===== src/logic/bcast_filter_pkg.sv =====
// Purpose: Shared constants and carriers of the broadcast frame filter
// Assumes: One 50 MHz clock; APB register access with 32-bit data
// Notes:   Frame offsets count bytes from the first destination MAC byte
package bcast_filter_pkg;
    // APB register byte addresses
    localparam logic [11:0] OFS_SETTINGS = 12'h000;
    localparam logic [11:0] OFS_COMMAND  = 12'h004;
    localparam logic [11:0] OFS_ACTIVE   = 12'h008;
    localparam logic [11:0] OFS_STATUS   = 12'h00c;
    localparam logic [11:0] OFS_CAPS     = 12'h010;
    // Field positions
    localparam int STAT_EN_BIT   = 0;
    localparam int STAT_RESP_LSB = 8;
    localparam int CMD_CODE_W    = 8;
    // Command packet byte layout: header, settings word, checksum, pad
    localparam int PKT_SETTINGS_OFS = 16;
    localparam int PKT_CHECKSUM_OFS = 20;
    localparam int PKT_PAD_OFS      = 24;
    // Command and response packet types
    localparam logic [7:0] CMD_ENABLE   = 8'h10;
    localparam logic [7:0] CMD_DISABLE  = 8'h11;
    localparam logic [7:0] RESP_ENABLE  = 8'h90;
    localparam logic [7:0] RESP_DISABLE = 8'h91;
    localparam logic [7:0] RESP_NONE    = 8'h00;
    // Class bit positions in the settings word
    localparam int CLS_ARP   = 0;
    localparam int CLS_DHCPC = 1;
    localparam int CLS_DHCPS = 2;
    localparam int CLS_NBIOS = 3;
    localparam int NUM_CLS   = 4;
    // Classes this channel implements, reported in the capability register
    localparam logic [3:0] CAP_CLASSES = 4'hf;
    // Frame parsing
    localparam logic [7:0]  BCAST_OCTET  = 8'hff;
    localparam logic [10:0] MAC_LAST_POS = 11'h005;
    localparam logic [10:0] ETYPE_HI_POS = 11'h00c;
    localparam logic [10:0] ETYPE_LO_POS = 11'h00d;
    localparam logic [10:0] IP_START_POS = 11'h00e;
    localparam logic [10:0] PROTO_POS    = 11'h017;
    localparam logic [10:0] UDP_DPORT_OFS = 11'h002;
    localparam logic [10:0] POS_MAX      = 11'h7ff;
    localparam logic [15:0] ETYPE_ARP    = 16'h0806;
    localparam logic [15:0] ETYPE_IPV4   = 16'h0800;
    localparam logic [7:0]  PROTO_UDP    = 8'h11;
    localparam logic [15:0] PORT_DHCPC   = 16'h0044;
    localparam logic [15:0] PORT_DHCPS   = 16'h0043;
    localparam logic [15:0] PORT_NB_NAME = 16'h0089;
    localparam logic [15:0] PORT_NB_DGRM = 16'h008a;
    localparam int FIFO_DEPTH = 16;
    // Received byte of a frame
    typedef struct packed {
        logic [7:0] data;
        logic       last;
    } rx_byte_t;
    // Per-frame decision
    typedef struct packed {
        logic       bcast;
        logic       forward;
        logic [3:0] cls;
    } verdict_t;
endpackage


===== src/logic/broadcast_frame_filter.sv =====
// Purpose: Decide per received frame whether broadcast traffic reaches the manager
// Assumes: Byte stream with valid/ready on core_clk; APB slave with zero wait
// Notes:   Verdicts queue in a FIFO; a full FIFO stalls the byte stream
//
// The address map and the APB slave port are this design's own decisions.

// Verdict queue kept in flip-flops
module verdict_fifo #(
    parameter int W     = 6,
    parameter int DEPTH = 16
) (
    input  wire logic         core_clk,
    input  wire logic         rst,
    input  wire logic         inValid,
    output logic              inReady,
    input  wire logic [W-1:0] inData,
    output logic              outValid,
    input  wire logic         outReady,
    output logic [W-1:0]      outData
);
    localparam int PW = $clog2(DEPTH);
    localparam int CW = $clog2(DEPTH + 1);
    localparam logic [CW-1:0] CNT_FULL = CW'(DEPTH);
    localparam logic [CW-1:0] CNT_ONE  = CW'(1);
    localparam logic [PW-1:0] PTR_ONE  = PW'(1);

    typedef struct packed {
        logic [DEPTH-1:0][W-1:0] mem;
        logic [PW-1:0]           wr;
        logic [PW-1:0]           rd;
        logic [CW-1:0]           cnt;
        logic                    ready;
        logic                    valid;
    } fifo_st_t;

    fifo_st_t s_q;
    fifo_st_t s_d;
    logic     push;
    logic     pop;

    assign inReady  = s_q.ready;
    assign outValid = s_q.valid;
    assign outData  = s_q.mem[s_q.rd];

    // Ready and valid are flops of their own, so neither depends on the far side
    always_comb begin
        s_d  = s_q;
        push = inValid && s_q.ready;
        pop  = outReady && s_q.valid;
        if (push) begin
            s_d.mem[s_q.wr] = inData;
            s_d.wr = s_q.wr + PTR_ONE;
        end
        if (pop) begin
            s_d.rd = s_q.rd + PTR_ONE;
        end
        if (push && !pop) begin
            s_d.cnt = s_q.cnt + CNT_ONE;
        end else if (pop && !push) begin
            s_d.cnt = s_q.cnt - CNT_ONE;
        end
        s_d.ready = (s_d.cnt != CNT_FULL);
        s_d.valid = (s_d.cnt != '0);
    end

    always_ff @(posedge core_clk or posedge rst) begin
        if (rst) begin
            s_q       <= '0;
            s_q.ready <= 1'b1;
        end else begin
            s_q <= s_d;
        end
    end
endmodule // verdict_fifo

// Notes on behaviour
// - after enable command, broadcast frames pass or drop per its class selections
// - no class selected means every broadcast frame is dropped
// - command layout is header, settings word, checksum, then pad bytes
// - a class bit of one forwards matching frames, zero drops them
// - bit 0 is ARP: broadcast destination, Ethertype 0x0806; always supported
// - bit 1 is DHCP client: broadcast, IPv4, UDP, destination port 68
// - bit 2 is DHCP server: broadcast, IPv4, UDP, destination port 67
// - bit 3 is NetBIOS: broadcast, IPv4, UDP, destination port 137 or 138
// - unimplemented optional classes are dropped while filtering is active
// - settings bits of unimplemented classes count as zero
// - a capability field reports which classes are implemented
// - command code 0x10 loads the settings word and enables filtering
// - accepted enable command answers with response type 0x90
// - command code 0x11 stops filtering; all broadcast frames then pass
module broadcast_frame_filter (
    input  wire logic                        core_clk,
    input  wire logic                        rst,
    input  wire logic                        psel,
    input  wire logic                        penable,
    input  wire logic                        pwrite,
    input  wire logic [11:0]                 paddr,
    input  wire logic [31:0]                 pwdata,
    output logic [31:0]                      prdata,
    output logic                             pready,
    output logic                             pslverr,
    input  wire logic                        rxValid,
    input  wire bcast_filter_pkg::rx_byte_t  rxByte,
    output logic                             rxReady,
    output logic                             verdictValid,
    output bcast_filter_pkg::verdict_t       verdict,
    input  wire logic                        verdictReady
);
    typedef struct packed {
        logic [31:0] stage;
        logic [31:0] active;
        logic        filtEn;
        logic [7:0]  resp;
        logic [31:0] prdata;
        logic        pready;
        logic        pslverr;
        logic [10:0] pos;
        logic        bc;
        logic [15:0] etype;
        logic [3:0]  ihl;
        logic [7:0]  proto;
        logic [15:0] port;
    } filt_st_t;

    filt_st_t                   s_q;
    filt_st_t                   s_d;
    bcast_filter_pkg::verdict_t vd;
    logic                       take;
    logic                       push;
    logic                       ipUdp;
    logic [3:0]                 cls;
    logic [3:0]                 allowed;
    logic [10:0]                portPos;
    logic [31:0]                rdVal;
    logic                       mapped;
    logic [7:0]                 cmdCode;

    assign prdata  = s_q.prdata;
    assign pready  = s_q.pready;
    assign pslverr = s_q.pslverr;

    // Class match from the header fields gathered so far
    always_comb begin
        ipUdp = s_q.bc && (s_q.etype == bcast_filter_pkg::ETYPE_IPV4)
                && (s_q.proto == bcast_filter_pkg::PROTO_UDP);
        cls = '0;
        cls[bcast_filter_pkg::CLS_ARP] = s_q.bc
            && (s_q.etype == bcast_filter_pkg::ETYPE_ARP);
        cls[bcast_filter_pkg::CLS_DHCPC] = ipUdp
            && (s_q.port == bcast_filter_pkg::PORT_DHCPC);
        cls[bcast_filter_pkg::CLS_DHCPS] = ipUdp
            && (s_q.port == bcast_filter_pkg::PORT_DHCPS);
        cls[bcast_filter_pkg::CLS_NBIOS] = ipUdp
            && ((s_q.port == bcast_filter_pkg::PORT_NB_NAME)
            || (s_q.port == bcast_filter_pkg::PORT_NB_DGRM));
        // Only implemented class bits count; reserved bits are cut off
        allowed = s_q.active[bcast_filter_pkg::NUM_CLS-1:0]
                  & bcast_filter_pkg::CAP_CLASSES;
        vd.bcast = s_q.bc;
        vd.cls   = cls;
        // Non-broadcast and unfiltered traffic always passes on
        vd.forward = !s_q.bc || !s_q.filtEn
                     || ((cls & allowed) != '0);
    end

    // Register read mux and address decode
    always_comb begin
        rdVal  = '0;
        mapped = 1'b1;
        unique case (paddr)
            bcast_filter_pkg::OFS_SETTINGS: rdVal = s_q.stage;
            bcast_filter_pkg::OFS_COMMAND:  rdVal = '0;
            bcast_filter_pkg::OFS_ACTIVE:   rdVal = s_q.active;
            bcast_filter_pkg::OFS_STATUS: begin
                rdVal[bcast_filter_pkg::STAT_EN_BIT] = s_q.filtEn;
                rdVal[bcast_filter_pkg::STAT_RESP_LSB +: 8] = s_q.resp;
            end
            bcast_filter_pkg::OFS_CAPS:
                rdVal[bcast_filter_pkg::NUM_CLS-1:0] = bcast_filter_pkg::CAP_CLASSES;
            default: mapped = 1'b0;
        endcase
    end

    assign cmdCode = pwdata[bcast_filter_pkg::CMD_CODE_W-1:0];
    assign portPos = bcast_filter_pkg::IP_START_POS + {5'h00, s_q.ihl, 2'h0}
                     + bcast_filter_pkg::UDP_DPORT_OFS;
    assign take    = rxValid && rxReady;
    assign push    = take && rxByte.last;

    // Next state: APB slave and header parser
    always_comb begin
        s_d = s_q;
        // Zero-wait answer: data and ready prepared in the setup cycle
        s_d.pready  = psel && !penable;
        s_d.pslverr = psel && !penable && !mapped;
        if (psel && !penable) begin
            s_d.prdata = rdVal;
        end
        if (psel && penable && s_q.pready && pwrite && mapped) begin
            // Settings word mirrors the payload word at PKT_SETTINGS_OFS
            if (paddr == bcast_filter_pkg::OFS_SETTINGS) begin
                s_d.stage = pwdata;
            end
            if (paddr == bcast_filter_pkg::OFS_COMMAND) begin
                if (cmdCode == bcast_filter_pkg::CMD_ENABLE) begin
                    s_d.active = s_q.stage;
                    s_d.filtEn = 1'b1;
                    s_d.resp   = bcast_filter_pkg::RESP_ENABLE;
                end else if (cmdCode == bcast_filter_pkg::CMD_DISABLE) begin
                    s_d.filtEn = 1'b0;
                    s_d.resp   = bcast_filter_pkg::RESP_DISABLE;
                end
            end
        end
        // Header capture; the position counter saturates on jumbo frames
        if (take) begin
            if (s_q.pos <= bcast_filter_pkg::MAC_LAST_POS) begin
                s_d.bc = ((s_q.pos == '0) || s_q.bc)
                         && (rxByte.data == bcast_filter_pkg::BCAST_OCTET);
            end
            if (s_q.pos == bcast_filter_pkg::ETYPE_HI_POS) begin
                s_d.etype[15:8] = rxByte.data;
            end
            if (s_q.pos == bcast_filter_pkg::ETYPE_LO_POS) begin
                s_d.etype[7:0] = rxByte.data;
            end
            if (s_q.pos == bcast_filter_pkg::IP_START_POS) begin
                s_d.ihl = rxByte.data[3:0];
            end
            if (s_q.pos == bcast_filter_pkg::PROTO_POS) begin
                s_d.proto = rxByte.data;
            end
            // Port position follows the IP header length, so options are skipped
            if (s_q.pos > bcast_filter_pkg::PROTO_POS && s_q.pos == portPos) begin
                s_d.port[15:8] = rxByte.data;
            end
            if (s_q.pos > bcast_filter_pkg::PROTO_POS
                && s_q.pos == portPos + 11'h001) begin
                s_d.port[7:0] = rxByte.data;
            end
            if (s_q.pos != bcast_filter_pkg::POS_MAX) begin
                s_d.pos = s_q.pos + 11'h001;
            end
            // Fields clear at frame end so a runt never inherits old values
            if (rxByte.last) begin
                s_d.pos   = '0;
                s_d.bc    = 1'b0;
                s_d.etype = '0;
                s_d.ihl   = '0;
                s_d.proto = '0;
                s_d.port  = '0;
            end
        end
    end

    always_ff @(posedge core_clk or posedge rst) begin
        if (rst) begin
            s_q      <= '0;
            s_q.resp <= bcast_filter_pkg::RESP_NONE;
        end else begin
            s_q <= s_d;
        end
    end

    // Verdict queue; its full flag is the stall on the byte stream
    verdict_fifo #(
        .W     ($bits(bcast_filter_pkg::verdict_t)),
        .DEPTH (bcast_filter_pkg::FIFO_DEPTH)
    ) u_fifo (
        .core_clk (core_clk),
        .rst      (rst),
        .inValid  (push),
        .inReady  (rxReady),
        .inData   (vd),
        .outValid (verdictValid),
        .outReady (verdictReady),
        .outData  (verdict)
    );
endmodule // broadcast_frame_filter


===== config.mk =====
export PLATFORM = sky130hd
export DESIGN_NAME = broadcast_frame_filter
export DESIGN_NICKNAME = d
export VERILOG_FILES = /design/src/logic/bcast_filter_pkg.sv /design/src/logic/broadcast_frame_filter.sv
export SDC_FILE = /design/constraint.sdc
export NUM_CORES = 1
export LEC_CHECK = 0
export ABC_AREA = 1
export BUFFER_PORTS_ARGS = -buffer_cell sky130_fd_sc_hd__buf_2
export CORE_UTILIZATION = 40
export CTS_CLUSTER_DIAMETER = 80
export CTS_CLUSTER_SIZE = 10
export DETAILED_ROUTE_END_ITERATION = 8
export SETUP_SLACK_MARGIN = 0.2
export SLEW_MARGIN = 20
export SYNTH_ARGS = -nofsm -noshare
export SYNTH_HDL_FRONTEND = slang
export SYNTH_SLANG_ARGS = --single-unit
export TNS_END_PERCENT = 10

===== constraint.sdc =====
create_clock -name core_clk -period 7.4 [get_ports core_clk]
set_clock_uncertainty 0.1 [all_clocks]
set_input_delay 0.37 -clock core_clk [delete_from_list [all_inputs] [get_ports core_clk]]
set_output_delay 0.37 -clock core_clk [all_outputs]
set_load 0.02 [all_outputs]

==> run metrics, run 1 <==
status complete, no violations; setup TNS 0 ns; GRT Util Overall ~19%; Hold Crit Class in2reg; critical path fanouts, max between 70 and 80; top cells by area in the synthesized netlist dfrtp_1, nand2_1, o21ai_1; Slowest-stage cell, CP buf_4; Setup CP Type reg2out; Synth Flop Type dfrtp_1; first-pass GRT wire length roughly 52,000 microns; Synth Area in Compound Gates roughly 12%; GRT Residual Overflow 0; Post-Synth XOR/XNOR Area less than 1%; # DRC 0; Leak 6.92 nW; Max IR drop VDD ~0.00017 V; Logic pwr share between 20% and 30%; Routed WL 31,500 microns; drt first-iter violations about 800; CP bufs+invs 2; total nets after synthesis roughly 1,600; dpl hpwl just over 20,000 microns; internal cell power about 0.0027 W; switching power approximately 0.0014 W; Sw Ratio between 30% and 40%; Finish-stage setup viols 0; main combinational cell family by area after synthesis simple AND/OR/NAND/NOR gates; synthesis-to-finish area growth 12.6%; Die ar. 33,000 sq um; clock power share about a third; Post-synth ARST share 100%; Fin. Hold Viols 0; buffer depth of the longest clock path 3; die height around 180 microns; drt pass-1 iters 5; fin cells about 2,000; Distinct cells, synth 47; Avg WL per Cell between 15 and 20 microns; largest net degree at the start of global routing 126; Hold WS 0.0205 ns; worst slew pin tran just over 1 ns; Adder-Cell Fraction of Synth Area 1.16%; Critical Path RT 6.93 ns; initial antenna violation count 0; Max Slew Vio Count 0; max cap viols 0; CTS tree built; worst path arrival time between 2 and 3 ns; Multi-input gate area around 5000 sq um; Post-Place Cells slightly below 2,000; Syn Area/Cell 8.31 sq um; slowest stage delay, CP 0.67 ns; GP Congestion roughly 0.80; Synth top area share 51.8%; register area approximately 6700 sq um; Netlist Area Pre-Place roughly 13,000 sq um; Starting Density between 40% and 50%; crit-path cells buf_4, mux2i_1, o21ai_1, o211ai_1, nand2_1, buf_2; Synth Area in Simple Gates 23.5%; fin nets 1,685; DR vias/cell 5.19; I/O pin cnt roughly 100; CTS sink count between 200 and 300; Tcrit/Tclk final 42.4%; CP Launch Type register; RSZ-0062 raised after global routing no; die width around 180 microns; multiplexer share of the synthesized area under 10%; Post-synth EDFFs 0; CTS clk-pin slew, worst paths around 0.060 ns; sequential power share 42.8%; critical path capture point type output pin; Core Footprint ~32,000 sq um; Synth Instances between 1,500 and 2,000; Row Count between 60 and 70; #FFs+latches synth 268; Tmin final 3.14 ns; root buffer cell clkbuf_16; antenna diode count 0; fill cell count 3,131; Power Density between 200 and 300 nW/um^2; worst-skew pair later-pin latency 0.55 ns; input/output buffers between 100 and 150; critical path's top delay family buffers and inverters; Warnings, synthesis 0; leading area contributor after synthesis dfrtp_1; vias in the first global route roughly 10,000; Num CTS Buffers 30; sequential cell area fraction in the yosys report 52.0%; max_slew headroom 31.5%; share of layout cells above drive strength 1 12.2%; Max Fclk 319 MHz; routed vias 10,510; htree depth 1; DRT antenna net count 0
==> worst paths after layout <==
path,depth (start not counted),end,from,slack [ns]
setup / recovery,6,verdict[1],u_fifo.s_q[7],4.26
hold / removal,3,s_q[135],pwdata[4],0.02
setup reg to reg,9,s_q[111],pready,4.68
hold reg to reg,2,s_q[105],s_q[105],0.37
max in group asynchronous,5,s_q[151],rst,5.29
min in group asynchronous,4,u_fifo.s_q[60],rst,0.48
==> final cells by class <==
cell class | count | area share [%]
flip-flops and latches | 268 | 46.2
multi-input cells | 1037 | 35.1
repair buffers | 139 | 5.99
clock buffers | 43 | 5.72
inverters | 137 | 3.56
well taps | 402 | 3.46
==> per-stage QoR <==
stage	cell area (sq um)	util (%)	worst slack [ns]	total power, W
floorplan	12900	-	3.39	0.00255
global placement	13400	42.5	3.63	0.00281
detailed placement	13400	42.5	3.51	0.00282
CTS	14500	45.9	4.02	0.00417
global route	14500	45.9	4.09	0.00438
finish	14500	45.9	4.26	0.00414
==> sequential cells by signal (all words and copies together) (netlist names) <==
signal           cells
allowed              4
prdata              32
pready               1
pslverr              1
s_q                119
u_fifo.inReady       1
u_fifo.outValid      1
u_fifo.s_q         109
==> worst reg2reg max path, stage by stage, from the launching register on <==
cell and delay [ns]:
dfrtp_1 0.34, nand4_1 0.11, inv_2 0.46, nand2_1 0.11, nor2_1 0.11, and2_1 0.12
buf_4 0.29, nand2_2 0.60, nand2_1 0.24, o21ai_1 0.09
==> cells by family (layout without fill, tap and decap cells) <==
kind of cell             after synthesis  count (layout)
AO/OA/AOI/OAI                        290             290
XOR/XNOR                              12              12
flip-flops                           268             268
AND/OR/NAND/NOR                      702             702
adder cells (fa/ha/maj)               12              12
buffers and inverters                248             319
multiplexers                          21              21
==> cells in the mapped netlist (all sizes together), types with 2 or more instances <==
cell type	instances
nand3	139
dfrtp	267
nand3b	2
clkinv	2
a31oi	22
clkbuf	37
nor3	14
nor3b	3
a21oi	35
buf	74
nor2	107
o211ai	30
xnor2	3
a22o	4
o221ai	2
xor2	9
o21ai	192
ha	12
nor4	2
nand2	402
inv	135
or2	4
nand4	27
mux2i	21
==> power groups by stage <==
stage / logic, W / registers (W) / clock network [W]
floorplan: 0.000804 / 0.00174 / 0
finish: 0.00105 / 0.00177 / 0.00132
detailed placement: 0.00103 / 0.00179 / 0
global route: 0.00117 / 0.00179 / 0.00142
CTS: 0.00105 / 0.00177 / 0.00136
global placement: 0.00102 / 0.00179 / 0
==> placed cells by master, fill, tap and decap left out, drive strengths merged <==
| cell type | instances |
|---|---|
| nand2 | 402 |
| dfrtp | 267 |
| o21ai | 192 |
| nand3 | 139 |
| inv | 134 |
| buf | 112 |
| nor2 | 107 |
| clkbuf | 43 |
| a21oi | 35 |
| o211ai | 30 |
| nand4 | 27 |
| dlygate4sd3 | 27 |
| a31oi | 22 |
| mux2i | 21 |
| nor3 | 14 |
| ha | 12 |
| xor2 | 9 |
| a22o | 4 |
| or2 | 4 |
| xnor2 | 3 |
| nor3b | 3 |
| clkinv | 2 |
| o221ai | 2 |
| nand3b | 2 |
| nor4 | 2 |
| and2 | 1 |
| o21a | 1 |
| nor2b | 1 |
| clkinvlp | 1 |
| a21o | 1 |
| a41oi | 1 |
| o31ai | 1 |
| o22ai | 1 |
| dfstp | 1 |
==> repair_timing <==
item,CTS,global route
buffers inserted,0,0
hold buffers,27,0
gates resized for setup,0,0
hold endpoints to repair,131,0
==> routing by layer <==
metal,vias up,wire length [microns],GRT usage [%],share of wire (%)
met1,5031,15100,27.8,48
met3,51,1330,2.11,4.2
met5,-,0,0,0
li1,5192,-,-,-
met4,0,645,5.42,2.0
met2,236,14500,31.1,46
Power figures use the tool's default switching activity.
==> run 2, diff against run 1 <==
==> constraint.sdc (replaced) <==
create_clock -name core_clk -period 2.5 [get_ports core_clk]
set_clock_uncertainty 0.1 [all_clocks]
set_input_delay 0.125 -clock core_clk [delete_from_list [all_inputs] [get_ports core_clk]]
set_output_delay 0.125 -clock core_clk [all_outputs]
set_load 0.02 [all_outputs]
==> run 2 against run 1 <==
- the flow now finishes with violations (hold timing)
- combinational power rose to 3.3 times the previous value
- count of clock-buffer cells in the layout down 1
- sequential share of layout area down 2.1 points
- flip-flop and latch count unchanged
- register-to-register slack worse by 4.3 ns
- non-clock buffer count up 66
- global-route usage up 0.84 points
- critical endpoint is now verdict[0]
- largest power group unchanged
==> run metrics, run 2 (synthesis gave the netlist of run 1 again) <==
share of layout cells above drive strength 1 14.0%; Tmin final approximately 2.4 ns; Leak between 7 and 8 nW; DR vias/cell between 5 and 6; final worst-path setup slack around 0.15 ns; worst slew pin tran slightly below 1 ns; drt pass-1 iters 5; Max Fclk ~430 MHz; Die ar. between 30,000 and 40,000 sq um; Num CTS Buffers 31; antenna diode count 0; GRT Util Overall 20.2%; Avg WL per Cell 15.6 microns; RSZ-0062 raised after global routing yes; Tcrit/Tclk final 94.1%; worst path arrival time roughly 2.1 ns; Final Util approximately 48%; most frequent cells in the layout nand2_1, dfrtp_1, o21ai_1, nand3_1, inv_1; failing checks hold timing; Slowest-stage cell, CP dfrtp_2; # DRC 0; CP Launch Type register; Routed WL 32,700 microns; DRT antenna net count 0; DP Area 13,700 sq um; input/output buffers around 100; Max Slew Vio Count 0; Hold WS -0.00358 ns; Setup CP Type reg2out; slowest stage delay, CP 0.50 ns; GP Congestion about 0.83; synthesis-to-finish area growth 17.9%; Biggest register s_q; Core Footprint roughly 32,000 sq um; Max IR drop VDD about 0.00053 V; CTS clk-pin slew, worst paths 0.06 ns; Hold Crit Class in2async; max cap viols 0; dpl hpwl 21,600 microns; initial antenna violation count 0; drt first-iter violations 795; critical path fanouts, max 9; Fin. Hold Viols 3; commonest non-fill, non-tap cell in the layout nand2_1; Row Count 65; Power Density 834 nW/um^2; critical path capture point type output pin; worst slack, placed about 0.35 ns; CTS tree built; routed vias between 10,000 and 15,000; status finished, violations left; fin nets between 1,500 and 2,000; worst-skew pair later-pin latency around 0.56 ns; Power Total approximately 0.013 W; max_slew headroom 34.3%; fin area 15,200 sq um; max reg flops 119; largest net degree at the start of global routing 108; fill cell count 3,042; crit-path cells clkinvlp_4, buf_4, o211ai_1, o211ai_1, nand2_1, buf_4; I/O pin cnt 102; CTS sink count roughly 270; Finish-stage setup viols 0; Starting Density 40.8%; buffer depth of the longest clock path 3; GRT Residual Overflow 0; root buffer cell clkbuf_16; htree depth 1; vias in the first global route between 10,000 and 15,000; Critical Path RT ~2.3 ns; die width about 180 microns; first-pass GRT wire length between 50,000 and 60,000 microns; die height ~180 microns
run 2: cell count changes in the layout (fill, tap and decap cells not counted), moves of 2 or more:
cell	previous run	this run
buf_4	10	42
dlygate4sd3_1	27	58
buf_12	1	6
buf_2	101	98
inv_6	0	2
o21ai_0	42	40
o21ai_1	150	152
run 2: final timing paths:
kind / startpoint / end / slack [ns] / cells after the start
worst max-delay path: u_fifo.s_q[8] / verdict[0] / 0.15 / 6
worst min-delay path: rst / u_fifo.s_q[11] / -0.004 / 3
worst max register to register: s_q[26] / s_q[0] / 0.34 / 7
worst min register to register: s_q[129] / s_q[129] / 0.37 / 2
max in group asynchronous: rst / s_q[144] / 1.42 / 4
min in group core_clk: penable / pready / 0.04 / 3
run 2: worst max-delay path: cells and delay by family (launching register included):
| family | cells | cell delay, ns |
|---|---|---|
| buf+inv | 3 | 0.48 |
| flops | 1 | 0.50 |
| compound gates | 2 | 0.49 |
| simple gates | 1 | 0.11 |
run 2: repair_timing:
| action | CTS | global route |
|---|---|---|
| resized for setup | 8 | 2 |
| hold endpoints to repair | 350 | 0 |
| pin swaps | 2 | 2 |
| gates cloned | 0 | 1 |
| setup endpoints to repair | 6 | 25 |
| hold buffers | 58 | 0 |
| setup buffers | 7 | 0 |
run 2: area by class of cell:
class	instances	area, sq um	share of cell area [%]
clock buffers	42	827	5.43
flip-flops and latches	268	6710	44.1
repair buffers	205	1530	10.1
inverters	137	522	3.43
multi-input cells	1037	5100	33.5
clock inverters	3	22.5	0.148
well taps	402	503	3.30
run 2: report_power, final:
group	total, W	leakage (nW)	internal [W]	switching, W
Combinational	0.00346	3.22	0.00134	0.00212
Sequential	0.00527	3.59	0.00484	0.000428
Clock	0.00397	0.414	0.00227	0.00170
Total	0.0127	7.22	0.00845	0.00424
run 2: layer usage:
| layer | up-vias | GRT usage [%] | routed length [microns] |
|---|---|---|---|
| li1 | 5316 | - | - |
| met1 | 5184 | 28.1 | 15400 |
| met2 | 241 | 33.5 | 15200 |
| met3 | 58 | 2.39 | 1380 |
| met4 | 0 | 5.46 | 776 |
| met5 | - | 0 | 0 |
run 2: stage by stage:
| stage | cells | hold slack, ns | TNS, ns |
|---|---|---|---|
| floorplan | 1553 | 0.170 | -337.72 |
| global placement | 1983 | 0.0288 | 0 |
| detailed placement | 1983 | 0.0218 | 0 |
| CTS | 2093 | 0.00299 | 0 |
| global route | 2094 | 0.0195 | 0 |
| finish | 2094 | -0.00358 | 0 |
